File: config.mk
export PLATFORM = sky130hd
export DESIGN_NAME = hbs_boot_sequencer
export DESIGN_NICKNAME = d
export VERILOG_FILES = /design/src/hdl/hbs_pkg.sv /design/src/hdl/hbs_boot_sequencer.sv
export VERILOG_INCLUDE_DIRS = /design/src /design/src/hdl
export SDC_FILE = /design/constraint.sdc
export NUM_CORES = 1
export LEC_CHECK = 0
export BUFFER_PORTS_ARGS = -buffer_cell sky130_fd_sc_hd__buf_2
export CAP_MARGIN = 20
export CORE_MARGIN = 3
export CORE_UTILIZATION = 30
export DETAILED_ROUTE_END_ITERATION = 6
export SETUP_SLACK_MARGIN = 0.15
export SKIP_LAST_GASP = 1
export SLEW_MARGIN = 15
export SYNTH_ARGS = -nofsm -noshare
export SYNTH_HDL_FRONTEND = slang
export SYNTH_SLANG_ARGS = --single-unit
File: constraint.sdc
create_clock -name mclk_in -period 2.1 [get_ports mclk_in]
set_input_delay 0.21 -clock mclk_in [delete_from_list [all_inputs] [get_ports mclk_in]]
set_output_delay 0.21 -clock mclk_in [all_outputs]
set_load 0.05 [all_outputs]
File: src/hdl/hbs_params.svh
// timing, encoding and offset constants of the boot mode sequencer
`ifndef HBS_PARAMS_SVH
`define HBS_PARAMS_SVH

`define HBS_CLK_PERIOD_NS        8
`define HBS_REG_SETTLE_NS        20000
`define HBS_REG_SETTLE_CYC       ((`HBS_REG_SETTLE_NS + `HBS_CLK_PERIOD_NS - 1) / `HBS_CLK_PERIOD_NS)
`define HBS_BUS_SENSE_NS         1000
`define HBS_BUS_SENSE_CYC        ((`HBS_BUS_SENSE_NS + `HBS_CLK_PERIOD_NS - 1) / `HBS_CLK_PERIOD_NS)
`define HBS_CNT_W                16
`define HBS_CFG_DONE_ADDR        8'hFF
`define HBS_CFGSEL_SELF          2'h0
`define HBS_CFGSEL_SMB           2'h1
`define HBS_CFGSEL_BUS           2'h2
`define HBS_CFGSEL_I2C           2'h3

`endif

File: src/hdl/hbs_pkg.sv
// types of the boot mode sequencer
package hbs_pkg;
    typedef enum logic [3:0] {
        HBS_STANDBY,
        HBS_HARDWARE_INIT_STAGE,
        HBS_FIRMWARE_INIT_STAGE,
        HBS_BUS_SENSE,
        HBS_SOC_CFG,
        HBS_CONFIG,
        HBS_IDLE_SUSPEND,
        HBS_CHARGER_DETECT_STAGE,
        HBS_HUB_CONNECT,
        HBS_NORMAL
    } hbs_stage_t;
endpackage : hbs_pkg

File: src/hdl/hbs_boot_sequencer.sv
// boot mode and stage sequencer of the four port hub
`timescale 1ns/1ns
`default_nettype none
`include "hbs_params.svh"

// Contract
// - reset low holds standby, watching reset only
// - standby tristates ports, powers off regulators, pll
// - reset high runs hub mode
// - standby keeps nothing; reinitialize after reset
// - hardware init enables regulator, resets, locks pll
// - hardware init loads defaults, captures straps
// - no bus response during hardware init
// - init done with clock advances to firmware init
// - i2c master straps load from external rom
// - data low or straps 00/10: sense bus with pull-downs
// - bus detected enters soc configuration
// - soc configuration accepts changes, no timeout
// - configuration merges defaults, soc, otp data
// - idle then suspend without vbus or connect
// - vbus and detect enabled enter charger detect
// - vbus, detect disabled go to hub connect
// - charger detect starts automatically, then connect
// - normal mode until mode change or reset
// - soft disconnect returns to hub connect
// - no bus service in suspend unless awake
// - suspend clock keep holds bus awake
// - data high, straps 11: eeprom load
// - data high, straps 01: wait soc master
module hbs_boot_sequencer #(
    parameter int REG_SETTLE_CYC = `HBS_REG_SETTLE_CYC,
    parameter int BUS_SENSE_CYC  = `HBS_BUS_SENSE_CYC
) (
    input  wire logic       mclk_in,
    input  wire logic       rstn_in,
    input  wire logic       reset_pin_n_in,
    input  wire logic       reference_clock_in,
    input  wire logic       pll_locked_in,
    input  wire logic       regulator_good_in,
    input  wire logic [1:0] cfg_sel_in,
    input  wire logic       sda_in,
    input  wire logic       scl_in,
    input  wire logic       vbus_in,
    input  wire logic       hub_connect_req_in,
    input  wire logic       soft_disconnect_in,
    input  wire logic       usb_suspend_in,
    input  wire logic       eeprom_load_done_in,
    input  wire logic       merge_done_in,
    input  wire logic       charger_detect_done_in,
    input  wire logic       reg_wr_in,
    input  wire logic [7:0] reg_addr_in,
    input  wire logic       reg_wdata_chg_en_in,
    input  wire logic       reg_wdata_clk_keep_in,
    input  wire logic       reg_wr_cfg_in,
    output logic            regulator_en_out,
    output logic            pll_en_out,
    output logic            core_rst_out,
    output logic            port_oe_out,
    output logic            load_defaults_out,
    output logic            bus_pulldown_en_out,
    output logic            eeprom_load_out,
    output logic            merge_start_out,
    output logic            charger_detect_start_out,
    output logic            hub_attach_out,
    output logic            bus_serve_en_out,
    output logic            suspended_out,
    output logic [1:0]      strap_cfg_sel_out,
    output logic            strap_sda_out,
    output logic            chg_detect_en_out,
    output logic            suspend_clock_keep_out,
    output logic [3:0]      stage_out
);

    hbs_pkg::hbs_stage_t stage;
    hbs_pkg::hbs_stage_t next_stage;
    logic [`HBS_CNT_W-1:0] settle_cnt;
    logic [`HBS_CNT_W-1:0] sense_cnt;
    logic                  settle_done;
    logic                  sense_done;
    logic                  bus_seen;
    logic                  cfg_done_wr;
    logic                  clk_present;
    logic                  i2c_load;
    logic                  soc_wait;
    logic                  chg_detect_en;
    logic                  suspend_clock_keep;

    assign clk_present = reference_clock_in & pll_locked_in;
    assign settle_done = (settle_cnt >= REG_SETTLE_CYC[`HBS_CNT_W-1:0]) & regulator_good_in;
    assign sense_done  = (sense_cnt >= BUS_SENSE_CYC[`HBS_CNT_W-1:0]);
    // strap decode with data line as qualifier
    assign i2c_load = strap_sda_out & (strap_cfg_sel_out == `HBS_CFGSEL_I2C);
    assign soc_wait = strap_sda_out & (strap_cfg_sel_out == `HBS_CFGSEL_SMB);
    // write to the done address, only while the soc configures
    assign cfg_done_wr = reg_wr_in & (reg_addr_in == `HBS_CFG_DONE_ADDR)
                       & (stage == hbs_pkg::HBS_SOC_CFG);

    always_comb begin
        next_stage = stage;
        unique case (stage)
            hbs_pkg::HBS_STANDBY: begin
                if (reset_pin_n_in) begin
                    next_stage = hbs_pkg::HBS_HARDWARE_INIT_STAGE;
                end
            end
            hbs_pkg::HBS_HARDWARE_INIT_STAGE: begin
                if (settle_done && clk_present) begin
                    next_stage = hbs_pkg::HBS_FIRMWARE_INIT_STAGE;
                end
            end
            hbs_pkg::HBS_FIRMWARE_INIT_STAGE: begin
                if (i2c_load) begin
                    next_stage = hbs_pkg::HBS_CONFIG;
                end else if (soc_wait) begin
                    next_stage = hbs_pkg::HBS_SOC_CFG;
                end else begin
                    next_stage = hbs_pkg::HBS_BUS_SENSE;
                end
            end
            hbs_pkg::HBS_BUS_SENSE: begin
                if (sense_done) begin
                    next_stage = bus_seen ? hbs_pkg::HBS_SOC_CFG
                                          : hbs_pkg::HBS_CONFIG;
                end
            end
            hbs_pkg::HBS_SOC_CFG: begin
                if (cfg_done_wr) begin
                    next_stage = hbs_pkg::HBS_CONFIG;
                end
            end
            hbs_pkg::HBS_CONFIG: begin
                if (merge_done_in && (!i2c_load || eeprom_load_done_in)) begin
                    next_stage = hbs_pkg::HBS_IDLE_SUSPEND;
                end
            end
            hbs_pkg::HBS_IDLE_SUSPEND: begin
                if (vbus_in && chg_detect_en) begin
                    next_stage = hbs_pkg::HBS_CHARGER_DETECT_STAGE;
                end else if (vbus_in || hub_connect_req_in) begin
                    next_stage = hbs_pkg::HBS_HUB_CONNECT;
                end
            end
            hbs_pkg::HBS_CHARGER_DETECT_STAGE: begin
                if (!chg_detect_en || charger_detect_done_in) begin
                    next_stage = hbs_pkg::HBS_HUB_CONNECT;
                end
            end
            hbs_pkg::HBS_HUB_CONNECT: begin
                if (!soft_disconnect_in) begin
                    next_stage = hbs_pkg::HBS_NORMAL;
                end
            end
            hbs_pkg::HBS_NORMAL: begin
                if (soft_disconnect_in) begin
                    next_stage = hbs_pkg::HBS_HUB_CONNECT;
                end
            end
            default: next_stage = hbs_pkg::HBS_STANDBY;
        endcase
        if (!reset_pin_n_in) begin
            next_stage = hbs_pkg::HBS_STANDBY;
        end
    end

    always_ff @(posedge mclk_in) begin
        if (!rstn_in) begin
            stage <= hbs_pkg::HBS_STANDBY;
        end else begin
            stage <= next_stage;
        end
    end

    // regulator settle count
    always_ff @(posedge mclk_in) begin
        if (!rstn_in || stage != hbs_pkg::HBS_HARDWARE_INIT_STAGE) begin
            settle_cnt <= '0;
        end else if (!settle_done) begin
            settle_cnt <= settle_cnt + 1'b1;
        end
    end

    // bus presence sense window
    always_ff @(posedge mclk_in) begin
        if (!rstn_in || stage != hbs_pkg::HBS_BUS_SENSE) begin
            sense_cnt <= '0;
            bus_seen  <= 1'b1;
        end else if (!sense_done) begin
            sense_cnt <= sense_cnt + 1'b1;
            bus_seen  <= bus_seen & sda_in & scl_in;
        end
    end

    // strap capture during hardware init
    always_ff @(posedge mclk_in) begin
        if (!rstn_in || stage == hbs_pkg::HBS_STANDBY) begin
            strap_cfg_sel_out <= `HBS_CFGSEL_SELF;
            strap_sda_out     <= 1'b0;
        end else if (stage == hbs_pkg::HBS_HARDWARE_INIT_STAGE) begin
            strap_cfg_sel_out <= cfg_sel_in;
            strap_sda_out     <= sda_in;
        end
    end

    // soc writable configuration bits
    always_ff @(posedge mclk_in) begin
        if (!rstn_in || stage == hbs_pkg::HBS_STANDBY
            || stage == hbs_pkg::HBS_HARDWARE_INIT_STAGE) begin
            chg_detect_en      <= 1'b1;
            suspend_clock_keep <= 1'b0;
        end else if (reg_wr_in && reg_wr_cfg_in && bus_serve_en_out) begin
            chg_detect_en      <= reg_wdata_chg_en_in;
            suspend_clock_keep <= reg_wdata_clk_keep_in;
        end
    end

    // one-cycle start pulses on stage entry
    always_ff @(posedge mclk_in) begin
        if (!rstn_in) begin
            merge_start_out          <= 1'b0;
            charger_detect_start_out <= 1'b0;
        end else begin
            merge_start_out <= (next_stage == hbs_pkg::HBS_CONFIG)
                             && (stage != hbs_pkg::HBS_CONFIG);
            charger_detect_start_out <= (next_stage == hbs_pkg::HBS_CHARGER_DETECT_STAGE)
                             && (stage != hbs_pkg::HBS_CHARGER_DETECT_STAGE)
                             && chg_detect_en;
        end
    end

    assign regulator_en_out    = (stage != hbs_pkg::HBS_STANDBY);
    assign pll_en_out          = (stage != hbs_pkg::HBS_STANDBY);
    assign core_rst_out        = (stage == hbs_pkg::HBS_STANDBY)
                               || (stage == hbs_pkg::HBS_HARDWARE_INIT_STAGE);
    assign port_oe_out         = (stage != hbs_pkg::HBS_STANDBY);
    assign load_defaults_out   = (stage == hbs_pkg::HBS_HARDWARE_INIT_STAGE);
    assign bus_pulldown_en_out = (stage == hbs_pkg::HBS_BUS_SENSE);
    assign eeprom_load_out     = (stage == hbs_pkg::HBS_CONFIG) && i2c_load;
    assign hub_attach_out      = (stage == hbs_pkg::HBS_NORMAL);
    assign suspended_out       = usb_suspend_in && (stage == hbs_pkg::HBS_NORMAL
                               || stage == hbs_pkg::HBS_IDLE_SUSPEND);
    assign bus_serve_en_out    = (stage != hbs_pkg::HBS_STANDBY)
                               && (stage != hbs_pkg::HBS_HARDWARE_INIT_STAGE)
                               && (stage != hbs_pkg::HBS_BUS_SENSE)
                               && (!suspended_out || suspend_clock_keep);
    assign chg_detect_en_out      = chg_detect_en;
    assign suspend_clock_keep_out = suspend_clock_keep;
    assign stage_out              = stage;

endmodule : hbs_boot_sequencer
`default_nettype wire

; Yosys cells after proc, flatten, opt, wreduce, memory -nomap -nowiden
; Index checks and enable logic that the tools add are counted.
[classes]
addsub = 2
magnitude_cmp = 2
eq_ne = 18
mux = 14
n_bitwise = 8
n_reduce_logical = 29
[ops]
columns = cell, n
row1 = two-way mux 4 bit, 10
row2 = case mux 4 bit (10 select lines), 1
row3 = "adder 16 x 1 -> 16 bit, second input constant", 2
row4 = "equality test 4 x 3 -> 1 bit, second input constant", 6
row5 = "greater-or-equal comparator 16 x 12 -> 1 bit, second input constant", 1
row6 = "greater-or-equal comparator 16 x 7 -> 1 bit, second input constant", 1
row7 = logical AND 1 bit, 13
row8 = logical OR 1 bit, 10
row9 = AND 1 bit, 8
row10 = "equality test 4 x 2 -> 1 bit, second input constant", 2
row11 = "equality test 4 bit, second input constant", 2
row12 = "equality test 8 bit, second input constant", 1
row13 = "!= test 4 x 3 -> 1 bit, second input constant", 2
row14 = two-way mux 3 bit, 2
row15 = "equality test 4 x 1 -> 1 bit, second input constant", 1
row16 = logical NOT 1 bit, 4
row17 = logical NOT 4 bit, 1
row18 = "!= test 4 x 1 -> 1 bit, second input constant", 1
row19 = "!= test 4 x 2 -> 1 bit, second input constant", 1
row20 = nonzero test 4 bit, 1
row21 = "equality test 2 x 1 -> 1 bit, second input constant", 1
row22 = "equality test 2 bit, second input constant", 1
row23 = two-way mux 1 bit, 1
[word_totals]
regBits = 44
in_bits = 29
output_inout_bits = 21
word_cells = 83

; Logic depth before layout (Yosys ltp)
; Gate-level depths: netlist of the first run.
[depth]
depth_word = 11
ltp_mapped = 8
depth_no_buf = 7

; Worst setup path before layout of the first run
; No wires, ideal clock.
[synth_timing]
path_type = register to output
from = reg stage[0], in the netlist stage_out[0]
to = out suspended_out
arrival_time_ns = 3.211
required_ns = 1.890
path_slack_ns = -1.321
path_stages_with_launch = 4
n_path_buf = 1
cell_sequence = dfxtp_1 clkbuf_1 nor4bb_1 o21a_1
[synth_via]
elab_chain_len = 3
word_cells_on_any_way = 4
cone_classes = eq/ne: 2 / reduce/logical: 2
[synth_lines]
columns = item, line_no
row1 = "start, declared", hbs_boot_sequencer.sv:74  ; hbs_pkg::hbs_stage_t stage;
row2 = "start signal, assigned", hbs_boot_sequencer.sv:167  ; stage <= hbs_pkg::HBS_STANDBY;
row3 = "start signal, assigned", hbs_boot_sequencer.sv:169  ; stage <= next_stage;
row4 = equality test 4 bit, n/a
row5 = named net hub_attach_out, hbs_boot_sequencer.sv:64  ; output logic hub_attach_out,
row6 = logical OR 1 bit, hbs_boot_sequencer.sv:240  ; || stage == hbs_pkg::HBS_IDLE_SUSPEND);
row7 = logical AND 1 bit, hbs_boot_sequencer.sv:239  ; assign suspended_out = usb_suspend_in && (stage == hbs_pkg::HBS_NORMAL
row8 = "end, declared", hbs_boot_sequencer.sv:66  ; output logic suspended_out,
; The timed path passes the listed nets, and every way through them passes these cells.

; Worst setup path after layout of the first run
[layout_timing]
from = reg stage[1], in the netlist stage_out[1]
to = out load_defaults_out
[layout_via]
elab_chain_len = 1
[layout_lines]
columns = item, line_no
row1 = equality test 4 x 1 -> 1 bit, hbs_boot_sequencer.sv:235  ; assign load_defaults_out = (stage == hbs_pkg::HBS_HARDWARE_INIT_STAGE);
row2 = "end, declared", hbs_boot_sequencer.sv:59  ; output logic load_defaults_out,
; Every way passes these cells.

==> summary.md, run 1 <==
| Metric | Value |
|---|---|
| CP required | `~1900 ps` |
| Slew of the pin with the lowest slew margin | `about 430 ps` |
| DR iter-0 viols | `71` |
| Share of layout cells above drive strength 1 | `0.309` |
| Fin. max-slew vios | `0` |
| Main synth FF type | `dfxtp_1` |
| Max-Cap Viols | `0` |
| Fin nets | `between 300 and 400` |
| Setup tns final | `0 ps` |
| Fmax | `around 540 MHz` |
| Worst-Skew Late Latency | `approximately 300 ps` |
| Worst hold path type | `in -> reg` |
| CP Max Fanout | `16` |
| DRT Wirelength | `~5.4 mm` |
| Most common cell after layout, fill and taps aside | `buf_2` |
| DR WL/cell | `around 13 um` |
| Die Height | `around 94 um` |
| RSZ-0062 raised after global routing | `yes` |
| TritonCTS clock tree | `yes` |
| Post-synthesis instance total | `~270` |
| Post-synth ARST share | `0` |
| Crit share post-route | `0.887` |
| EDFF count, synth | `0` |
| # clock sinks | `44` |
| Avg Vias per Cell | `5.04` |
| Max-Slew Margin vs Limit | `0.709` |
| DP Worst Slack | `around 80 ps` |
| Clock skew | `12.7 ps` |
| Critical-path cell list | `or3_4 > inv_4 > nand2_1 > clkinvlp_4 > buf_6` |
| Min cycle time layout | `~1900 ps` |
| Ports | `50` |
| FF/Latch Area | `approximately 900 um2` |
| Pwr per Cell Area | `about 530 nW/um2` |
| GRT overflow | `0` |
| Antenna Cells | `0` |
| Total core area | `between 7000 and 8000 um2` |
| IO buf count | `49` |
| Worst reg2reg path startpoint | `settle_cnt[12]$_SDFFE_PP0N_` |
| Vias in the first global route | `1,931` |
| Total GRT Usage | `0.121` |
| Router iterations before antenna repair | `4` |
| WP data arrival | `between 1500 and 2000 ps` |
| Antenna-violating nets left | `0` |
| FP Rows | `31` |
| Average size of a mapped cell | `~8.7 um2` |
| Cell taking the most area after synthesis | `dfxtp_1` |
| Initial Util | `0.314` |
| Top cell type's share of synthesized area | `0.381` |
| Chip width | `around 94 um` |
| Outcome | `finished, final reports clean` |
| CP endpoint kind | `output port` |
| Flop-to-flop setup slack | `about 240 ps` |
| Clock Path Buffers | `2` |
| Routability-driven placement congestion ratio | `0.821` |
| Worst-path clk slew | `roughly 80 ps` |
| Fin. Hold Viols | `0` |
| WS Path Type | `reg -> out` |
| Hold path cells | `3` |
| Layout area overhead | `28.8%` |
| Final setup fails | `0` |
| Power Total | `1.59 mW` |
| CP max stage cell | `or3_4` |
| VDD IR max | `between 0.2 and 0.25 mV` |
| Library cells used by synthesis | `52` |
| Hold Path End | `suspend_clock_keep_out$_SDFFE_PP0P_` |
| R2R Path End | `merge_start_out$_SDFF_PN0_` |
| Reg2Reg Depth | `5` |
| Largest cells by area after synthesis | `dfxtp_1, xnor2_1, nor2_1` |
| Syn nets | `~300` |
| CP Launch Point | `stage_out[1]$_SDFF_PN0_` |
| Layout filler cell count | `744` |
| Leak | `roughly 1.2 nW` |
| Hold path startpoint | `reg_wdata_clk_keep_in` |
| Drt drc | `0` |
| Fin worst setup slack | `about 240 ps` |
| # hold bufs at CTS | `0` |
| CTS root buf | `clkbuf_8` |
| First-pass GRT wire length | `8.71 mm` |
| Startpoint class of the critical path | `flip-flop` |
| Vias | `around 2.1k` |
| Synth warn | `0` |
| Commonest non-fill, non-tap cells in the layout | `buf_2, dfxtp_1, nor2_1, nand2_1, buf_4` |
| Largest net degree at the start of global routing | `20` |
| Mapped Area | `approximately 2300 um2` |
| H-tree depth | `2` |
| Area of the multi-input gates | `1410 um2` |
| Sequential element share of the synthesized area | `0.381` |
| Die ar. | `between 8000 and 9000 um2` |
| Initial antenna violation count | `0` |
| Post-synthesis register bit count | `44` |
| Inserted Clock Buffers | `5` |
| Final HPWL DP | `4.02 mm` |
| CP max stage delay | `450 ps` |
worst max-delay path by stage:
| stage | end | slack, ps | depth (start not counted) |
|---|---|---|---|
| 2_1_floorplan | suspended_out | 110 | 3 |
| 3_3_place_gp | merge_start_out$_SDFF_PN0_ | 60 | 5 |
| 3_5_place_dp | merge_start_out$_SDFF_PN0_ | 80 | 5 |
| 4_1_cts | bus_pulldown_en_out | 80 | 4 |
| 5_1_grt | settle_cnt[14]$_SDFFE_PP0N_ | 120 | 5 |
| 6_report | load_defaults_out | 240 | 5 |
repair_timing:
item                       in CTS  in global routing
setup endpoints to repair       5                 14
gates cloned                    0                  0
setup buffers                   0                  5
pin swaps                       0                  2
gates resized for setup         5                 11
cell families (layout without fill, tap and decap cells):
| family | after synthesis | count (layout) | synth area share |
|---|---|---|---|
| and+or+nand+nor | 125 | 125 | 0.312 |
| adders and majority gates | 5 | 5 | 0.0270 |
| DFF | 44 | 44 | 0.381 |
| AOI/OAI and AO/OA | 45 | 45 | 0.145 |
| xor gates and xnor gates | 17 | 17 | 0.0644 |
| buffers and inverters | 25 | 87 | 0.0535 |
| muxes | 4 | 4 | 0.0173 |
layer usage:
metal  part of all wire  GRT usage  up-vias
met5                  0          0        -
li1                   -          -     1082
met3              0.055     0.0264        4
met2               0.46      0.203       48
met1               0.48      0.158     1015
met4             0.0080     0.0325        0
layout make-up:
class                           count  area share
Tap cell                           99      0.0416
Sequential cell                    44       0.301
Inverter                           12      0.0172
Clock buffer                        5      0.0231
Clock inverter                      3      0.0143
Timing Repair Buffer               67       0.131
Multi-Input combinational cell    196       0.473
report_power, final:
group,internal (mW),switching [mW],total (mW)
Sequential,0.833,0.00862,0.841
Clock,0.352,0.292,0.644
Combinational,0.0429,0.0643,0.107
Total,1.23,0.365,1.59
sequential cells by signal (all words and copies together) (netlist names):
register and count:
bus_seen 1, charger_detect_start_out 1, chg_detect_en_out 1, merge_start_out 1, sense_cnt 16, settle_cnt 16, stage_out 4, strap_cfg_sel_out 2
strap_sda_out 1, suspend_clock_keep_out 1
through the flow:
| stage | hold slack [ps] | util | area, um2 | std cells |
|---|---|---|---|---|
| after floorplan | 355 | - | 2360 | 265 |
| after global placement | 446 | 0.373 | 2750 | 413 |
| after detailed placement | 454 | 0.373 | 2750 | 413 |
| after CTS | 144 | 0.392 | 2890 | 421 |
| after global routing | 170 | 0.404 | 2980 | 426 |
| final | 151 | 0.404 | 2980 | 426 |
synthesized netlist by cell type, drive strengths merged (5+ instances only):
master and n:
and3 12, nor2 26, nand2 22, xor2 5, dfxtp 44, buf 6, nand4 9, a21oi 9
o21ai 5, a211oi 6, clkbuf 7, xnor2 12, nand2b 6, ha 5, a21boi 5, nor4 5
nand3 16, inv 12
worst max-delay path: cells and delay by family, from the launching register on:
family        cells  cell delay [ps]
simple gates      2              550
flops             1              410
buf+inv           3              400
Note: power is estimated with default switching activity, not from simulation.
==> run 2: changes to the inputs <==
--- a/config.mk
+++ b/config.mk
@@ -9,7 +9,7 @@
 export BUFFER_PORTS_ARGS = -buffer_cell sky130_fd_sc_hd__buf_2
 export CAP_MARGIN = 20
 export CORE_MARGIN = 3
-export CORE_UTILIZATION = 30
+export CORE_UTILIZATION = 35
 export DETAILED_ROUTE_END_ITERATION = 6
 export SETUP_SLACK_MARGIN = 0.15
 export SKIP_LAST_GASP = 1
==> run 2 against run 1 <==
Effect of this change: register-to-register slack barely moved; cell count decreased by 6.8%; non-clock buffer count decreased by 5; count of clock-buffer cells in the layout is the same; worst hold slack got worse by 12 ps; global-route usage is 2.9 points higher; sequential share of layout area rose by 0.39 points; flip-flop and latch count unchanged; critical path type is now reg -> reg; critical endpoint is now settle_cnt[12]$_SDFFE_PP0N_.
==> summary.md, run 2 (same netlist as run 1, synthesis figures left out) <==
| Metric | Value |
|---|---|
| Min cycle time layout | `1860 ps (+2.14 ps)` |
| Antenna Cells | `0 (unchanged)` |
| IO buf count | `49 (unchanged)` |
| Drt drc | `0 (unchanged)` |
| Final Instance Area | `2950 um2 (-0.88%)` |
| Worst-Skew Late Latency | `310 ps (about the same)` |
| Layout area overhead | `27.7%` |
| Final HPWL DP | `4.00 mm (-0.52%)` |
| Most common cell after layout, fill and taps aside | `buf_2` |
| Leak | `1.17 nW (+1.9%)` |
| Clock Path Buffers | `2 (unchanged)` |
| DRT Wirelength | `5.54 mm (+2.6%)` |
| Crit path buf inv count | `0 (-3)` |
| DR iter-0 viols | `99 (+39%)` |
| Worst setup path endpoint | `settle_cnt[12]$_SDFFE_PP0N_` |
| Area post-placement | `2690 um2 (-1.9%)` |
| VDD IR max | `0.222 mV (+5.4%)` |
| Vias | `2,091 (-2.7%)` |
| Total GRT Usage | `0.150 (+0.0289)` |
| Die Height | `87.3 um (-6.9%)` |
| # clock sinks | `44 (unchanged)` |
| Reg2Reg Depth | `5 (unchanged)` |
| Crit path max-delay family | `simple AND/OR/NAND/NOR gates` |
| Router iterations before antenna repair | `4 (unchanged)` |
| CP max stage delay | `510 ps (+60 ps)` |
| Number of stages on the worst setup path | `5 (unchanged)` |
| Post-Route Hold Slack | `139 ps (-11.9 ps)` |
| Clock skew | `13.3 ps (+0.633 ps)` |
| Placed cells | `386 (-6.5%)` |
| CTS root buf | `clkbuf_8` |
| TritonCTS clock tree | `yes` |
| Commonest non-fill, non-tap cells in the layout | `buf_2, dfxtp_1, nor2_1, nand2_1, nand3_1` |
| WS Path Type | `reg -> reg` |
| GRT overflow | `0 (unchanged)` |
| First-pass GRT wire length | `9.26 mm (+6.3%)` |
| Initial antenna violation count | `0 (unchanged)` |
| Fin. Hold Viols | `0 (unchanged)` |
| R2R Path End | `settle_cnt[12]$_SDFFE_PP0N_` |
| H-tree depth | `2 (unchanged)` |
| Routability-driven placement congestion ratio | `0.841 (+2.4%)` |
| Power Total | `1.62 mW (+1.9%)` |
| CP Max Fanout | `6 (-10)` |
| Worst hold path type | `in -> reg` |
| DR WL/cell | `14.0 um (+10%)` |
| Share of layout cells above drive strength 1 | `0.307 (-0.00142)` |
| Inserted Clock Buffers | `5 (unchanged)` |
| Worst-path clk slew | `90 ps (about the same)` |
| Antenna-violating nets left | `0 (unchanged)` |
| Outcome | `finished, final reports clean` |
| WP data arrival | `2100 ps (+450 ps)` |
| Crit share post-route | `0.888 (+0.00102)` |
| CP max stage cell | `or4_1` |
| Finished Layout Cells | `397 (-6.8%)` |
| Setup tns final | `0 ps (unchanged)` |
| FP Rows | `28 (-9.7%)` |
| Fin nets | `355 (-1.4%)` |
| Critical-path cell list | `nor4_4 > o311ai_4 > and2_4 > or4_1 > a21oi_1` |
| Total core area | `6170 um2 (-16%)` |
| Vias in the first global route | `2,000 (+3.6%)` |
| Avg Vias per Cell | `5.27 (+4.4%)` |
| Final setup fails | `0 (unchanged)` |
| # hold bufs at CTS | `0 (unchanged)` |
| Fin. max-slew vios | `0 (unchanged)` |
| Fmax | `536 MHz (-0.11%)` |
| Worst reg2reg path startpoint | `settle_cnt[15]$_SDFFE_PP0N_` |
| Largest net degree at the start of global routing | `20 (unchanged)` |
| Max-Cap Viols | `0 (unchanged)` |
| Startpoint class of the critical path | `flip-flop` |
| CP endpoint kind | `flip-flop` |
| Max-Slew Margin vs Limit | `0.695 (-0.0140)` |
| Flop-to-flop setup slack | `240 ps (about the same)` |
| Chip width | `87.3 um (-6.9%)` |
| Slew of the pin with the lowest slew margin | `455 ps (+20.9 ps)` |
| RSZ-0062 raised after global routing | `yes` |
| CP Launch Point | `settle_cnt[15]$_SDFFE_PP0N_` |
| Ports | `50 (unchanged)` |
| Pwr per Cell Area | `550 nW/um2 (+2.8%)` |
| Die ar. | `7620 um2 (-13%)` |
| CP required | `2340 ps (+450 ps)` |
| Initial Util | `0.375 (+0.0613)` |
==> run 2: cell count changes in the layout (fill, tap and decap cells not counted), moves of 2 or more <==
cell / before / now
buf_4: 18 / 13
dfxtp_2: 0 / 3
clkinv_4: 0 / 2
dfxtp_1: 40 / 37
==> run 2: area by class of cell <==
type	instances	area [um2]
Clock inverter	3	47.5
Tap cell	75	93.8
Clock buffer	5	68.8
Inverter	12	51.3
Sequential cell	44	900
Multi-Input combinational cell	196	1440
Fill cell	598	3210
Timing Repair Buffer	62	352
==> run 2: worst register-to-register path: cells and delay by family (launching register included) <==
kind | cells | cell delay, ps
DFF | 1 | 360
and+or+nand+nor | 3 | 1090
AOI/OAI and AO/OA | 2 | 350
==> run 2: stage by stage <==
stage,utilization,worst slack (ps)
final,0.479,235
after CTS,0.461,130
after global routing,0.479,140
after floorplan,-,114
after global placement,0.437,238
after detailed placement,0.437,125
==> run 2: how the worst min path moves through the flow <==
stage | from | endpoint | slack [ps] | cells after the start
global route | reg_wdata_clk_keep_in | suspend_clock_keep_out$_SDFFE_PP0P_ | 140 | 3
finish | reg_wdata_clk_keep_in | suspend_clock_keep_out$_SDFFE_PP0P_ | 140 | 3
detailed placement | reg_wdata_chg_en_in | chg_detect_en_out$_SDFFE_PP1P_ | 460 | 3
floorplan | reg_wdata_chg_en_in | chg_detect_en_out$_SDFFE_PP1P_ | 360 | 2
CTS | reg_wdata_clk_keep_in | suspend_clock_keep_out$_SDFFE_PP0P_ | 140 | 3
global placement | reg_wdata_chg_en_in | chg_detect_en_out$_SDFFE_PP1P_ | 450 | 3
==> run 2: repair_timing <==
action                     CTS  global route
setup buffers                0             3
gates resized for setup      6            18
setup endpoints to repair    9            13
gates cloned                 0             0
pin swaps                    0             3
==> run 2: where the power goes <==
part | switching [mW] | internal, mW | total [mW] | leakage, nW
Combinational | 0.0648 | 0.0421 | 0.107 | 0.757
Sequential | 0.00866 | 0.833 | 0.841 | 0.359
Clock | 0.317 | 0.359 | 0.675 | 0.0583
Total | 0.390 | 1.23 | 1.62 | 1.17
==> run 2: layer usage <==
metal | GRT usage | wire length, um | up-vias
met5 | 0 | 0 | -
met4 | 0.0363 | 50 | 0
met3 | 0.0416 | 322 | 6
met2 | 0.243 | 2580 | 47
met1 | 0.198 | 2590 | 971
li1 | - | - | 1067
==> run 3: changes to the inputs <==
==> constraint.sdc (replaced) <==
create_clock -name mclk_in -period 2.09 [get_ports mclk_in]
set_input_delay 0.209 -clock mclk_in [delete_from_list [all_inputs] [get_ports mclk_in]]
set_output_delay 0.209 -clock mclk_in [all_outputs]
set_load 0.05 [all_outputs]
==> run 3 against run 2 <==
Effect of this change: total power grew 4.0%; wire length fell by 2.0%; count of clock-buffer cells in the layout rose by 2; design area is 1.1% higher; die area did not move; cell count rose by 0.76%; first-iteration DRC count fell by 29%; flip-flop and latch count did not move; combinational power increased by 5%.
==> summary.md, run 3 (same netlist as run 1, synthesis figures left out) <==
| Metric | Value |
|---|---|
| Outcome | `finished, final reports clean` |
| Clock Path Buffers | `2 (unchanged)` |
| First-pass GRT wire length | `8.81 mm (-4.8%)` |
| Crit share post-route | `0.894` |
| Final setup fails | `0 (unchanged)` |
| Die ar. | `7620 um2 (unchanged)` |
| Logic pwr share | `0.066 (about the same)` |
| Setup tns final | `0 ps (unchanged)` |
| Max-Cap Viols | `0 (unchanged)` |
| Leak | `1.21 nW (+2.7%)` |
| FP Rows | `28 (unchanged)` |
| Pwr per Cell Area | `565 nW/um2 (+2.8%)` |
| Router iterations before antenna repair | `5 (+1)` |
| Vias in the first global route | `1,897 (-5.1%)` |
| Area post-placement | `2720 um2 (+0.93%)` |
| Pint | `1.31 mW (+6.2%)` |
| Crit path max-delay family | `simple AND/OR/NAND/NOR gates` |
| WP data arrival | `1660 ps (-440 ps)` |
| Sequential share of power | `0.500 (-0.018)` |
| Largest net degree at the start of global routing | `18 (-10%)` |
| Worst-path clk slew | `80 ps (about the same)` |
| Ports | `50 (unchanged)` |
| Drt drc | `0 (unchanged)` |
| TritonCTS clock tree | `yes` |
| Final Instance Area | `2990 um2 (+1.1%)` |
| Layout area overhead | `29.2%` |
| CP endpoint kind | `output port` |
| Fin. max-slew vios | `0 (unchanged)` |
| Switching pwr | `378 uW (-3.3%)` |
| Max-Slew Margin vs Limit | `0.701 (+0.00621)` |
| Die Height | `87.3 um (unchanged)` |
| Total core area | `6170 um2 (unchanged)` |
| Critical-path cell list | `or3_4 > inv_6 > nand2_1 > clkinvlp_4 > buf_6` |
| CTS root buf | `clkbuf_8` |
| CP required | `1880 ps (-460 ps)` |
| Routability-driven placement congestion ratio | `0.799 (-4.9%)` |
| Power Total | `1.69 mW (+4.0%)` |
| Inserted Clock Buffers | `5 (unchanged)` |
| Initial Util | `0.375 (unchanged)` |
| DRT Wirelength | `5.43 mm (-2.0%)` |
| Switch share | `0.224 (-0.0167)` |
| CP max stage cell | `or3_4` |
| Slew of the pin with the lowest slew margin | `447 ps (-7.74 ps)` |
| Commonest non-fill, non-tap cells in the layout | `buf_2, dfxtp_1, nor2_1, nand2_1, buf_4` |
| Initial antenna violation count | `0 (unchanged)` |
| Fin. Hold Viols | `0 (unchanged)` |
| Clk network pwr share | `0.434 (+0.018)` |
| Worst hold path type | `in -> reg` |
| VDD IR max | `0.270 mV (+22%)` |
| # hold bufs at CTS | `0 (unchanged)` |
| CP Max Fanout | `16 (+10)` |
| Startpoint class of the critical path | `flip-flop` |
| Avg Vias per Cell | `5.25 (-0.28%)` |
| Most common cell after layout, fill and taps aside | `buf_2` |
| Antenna Cells | `0 (unchanged)` |
| # clock sinks | `44 (unchanged)` |
| DR WL/cell | `13.6 um (-2.7%)` |
| H-tree depth | `2 (unchanged)` |
| Chip width | `87.3 um (unchanged)` |
| Antenna-violating nets left | `0 (unchanged)` |
| GRT overflow | `0 (unchanged)` |
| Vias | `2,101 (+0.48%)` |
| Fmax | `535 MHz` |
| RSZ-0062 raised after global routing | `yes` |
| Clock skew | `11.3 ps (-2.01 ps)` |
| IO buf count | `49 (unchanged)` |
| WS Path Type | `reg -> out` |
| CP max stage delay | `460 ps (-50 ps)` |
| Final HPWL DP | `3.92 mm (-2.1%)` |
| Total GRT Usage | `0.143 (-0.00748)` |
| Fin nets | `358 (+0.85%)` |
| Min cycle time layout | `1870 ps` |
| DR iter-0 viols | `70 (-29%)` |
| Worst-Skew Late Latency | `300 ps (about the same)` |
| Crit path buf inv count | `3 (+3)` |
| Share of layout cells above drive strength 1 | `0.311 (+0.00332)` |
## run 3: power groups by stage
stage	clock network, mW	logic (mW)	registers, mW
2_1_floorplan	0	0.0582	0.870
5_1_grt	0.791	0.121	0.845
3_3_place_gp	0	0.108	0.863
4_1_cts	0.756	0.110	0.844
3_5_place_dp	0	0.108	0.863
6_report	0.733	0.112	0.843
## run 3: timing repair
item / in CTS / in global routing
buffers inserted: 0 / 4
setup endpoints to repair: 9 / 11
cloned: 0 / 0
gates resized for setup: 10 / 14
pin swaps: 2 / 3
hold endpoints to repair: 0 / 0
## run 3: cell type report
type	count	area, um2
Clock inverter	1	30.0
Inverter	12	53.8
Multi-Input combinational cell	196	1440
Timing Repair Buffer	65	379
Sequential cell	44	898
Clock buffer	7	97.6
Fill cell	601	3180
Tap cell	75	93.8
## run 3: worst paths after layout
| check | from | endpoint | slack, ps | depth (start not counted) |
|---|---|---|---|---|
| worst min register to register | sense_cnt[7]$_SDFFE_PP0N_ | sense_cnt[7]$_SDFFE_PP0N_ | 480 | 1 |
| worst min-delay path | reg_wdata_chg_en_in | chg_detect_en_out$_SDFFE_PP1P_ | 140 | 3 |
| worst max register to register | settle_cnt[12]$_SDFFE_PP0N_ | settle_cnt[12]$_SDFFE_PP0N_ | 260 | 5 |
| worst max-delay path | stage_out[1]$_SDFF_PN0_ | load_defaults_out | 220 | 5 |
## run 3: metrics by stage
step / instances / util / hold WS [ps] / setup WS (ps)
detailed placement: 388 / 0.441 / 450 / 24.2
finish: 400 / 0.485 / 142 / 222
global placement: 388 / 0.441 / 447 / 90.2
global route: 400 / 0.485 / 165 / 139
floorplan: 265 / - / 354 / 105
CTS: 396 / 0.470 / 136 / 112
## run 3: metal layers
metal	share of wire	GRT usage	vias up
li1	-	-	1084
met1	0.47	0.189	967
met2	0.46	0.233	46
met3	0.057	0.0360	4
met4	0.0072	0.0335	0
met5	0	0	-
## run 3: worst min-delay path: stages
cell and delay, ps:
buf_2 80, mux2i_1 50, nand3_1 70
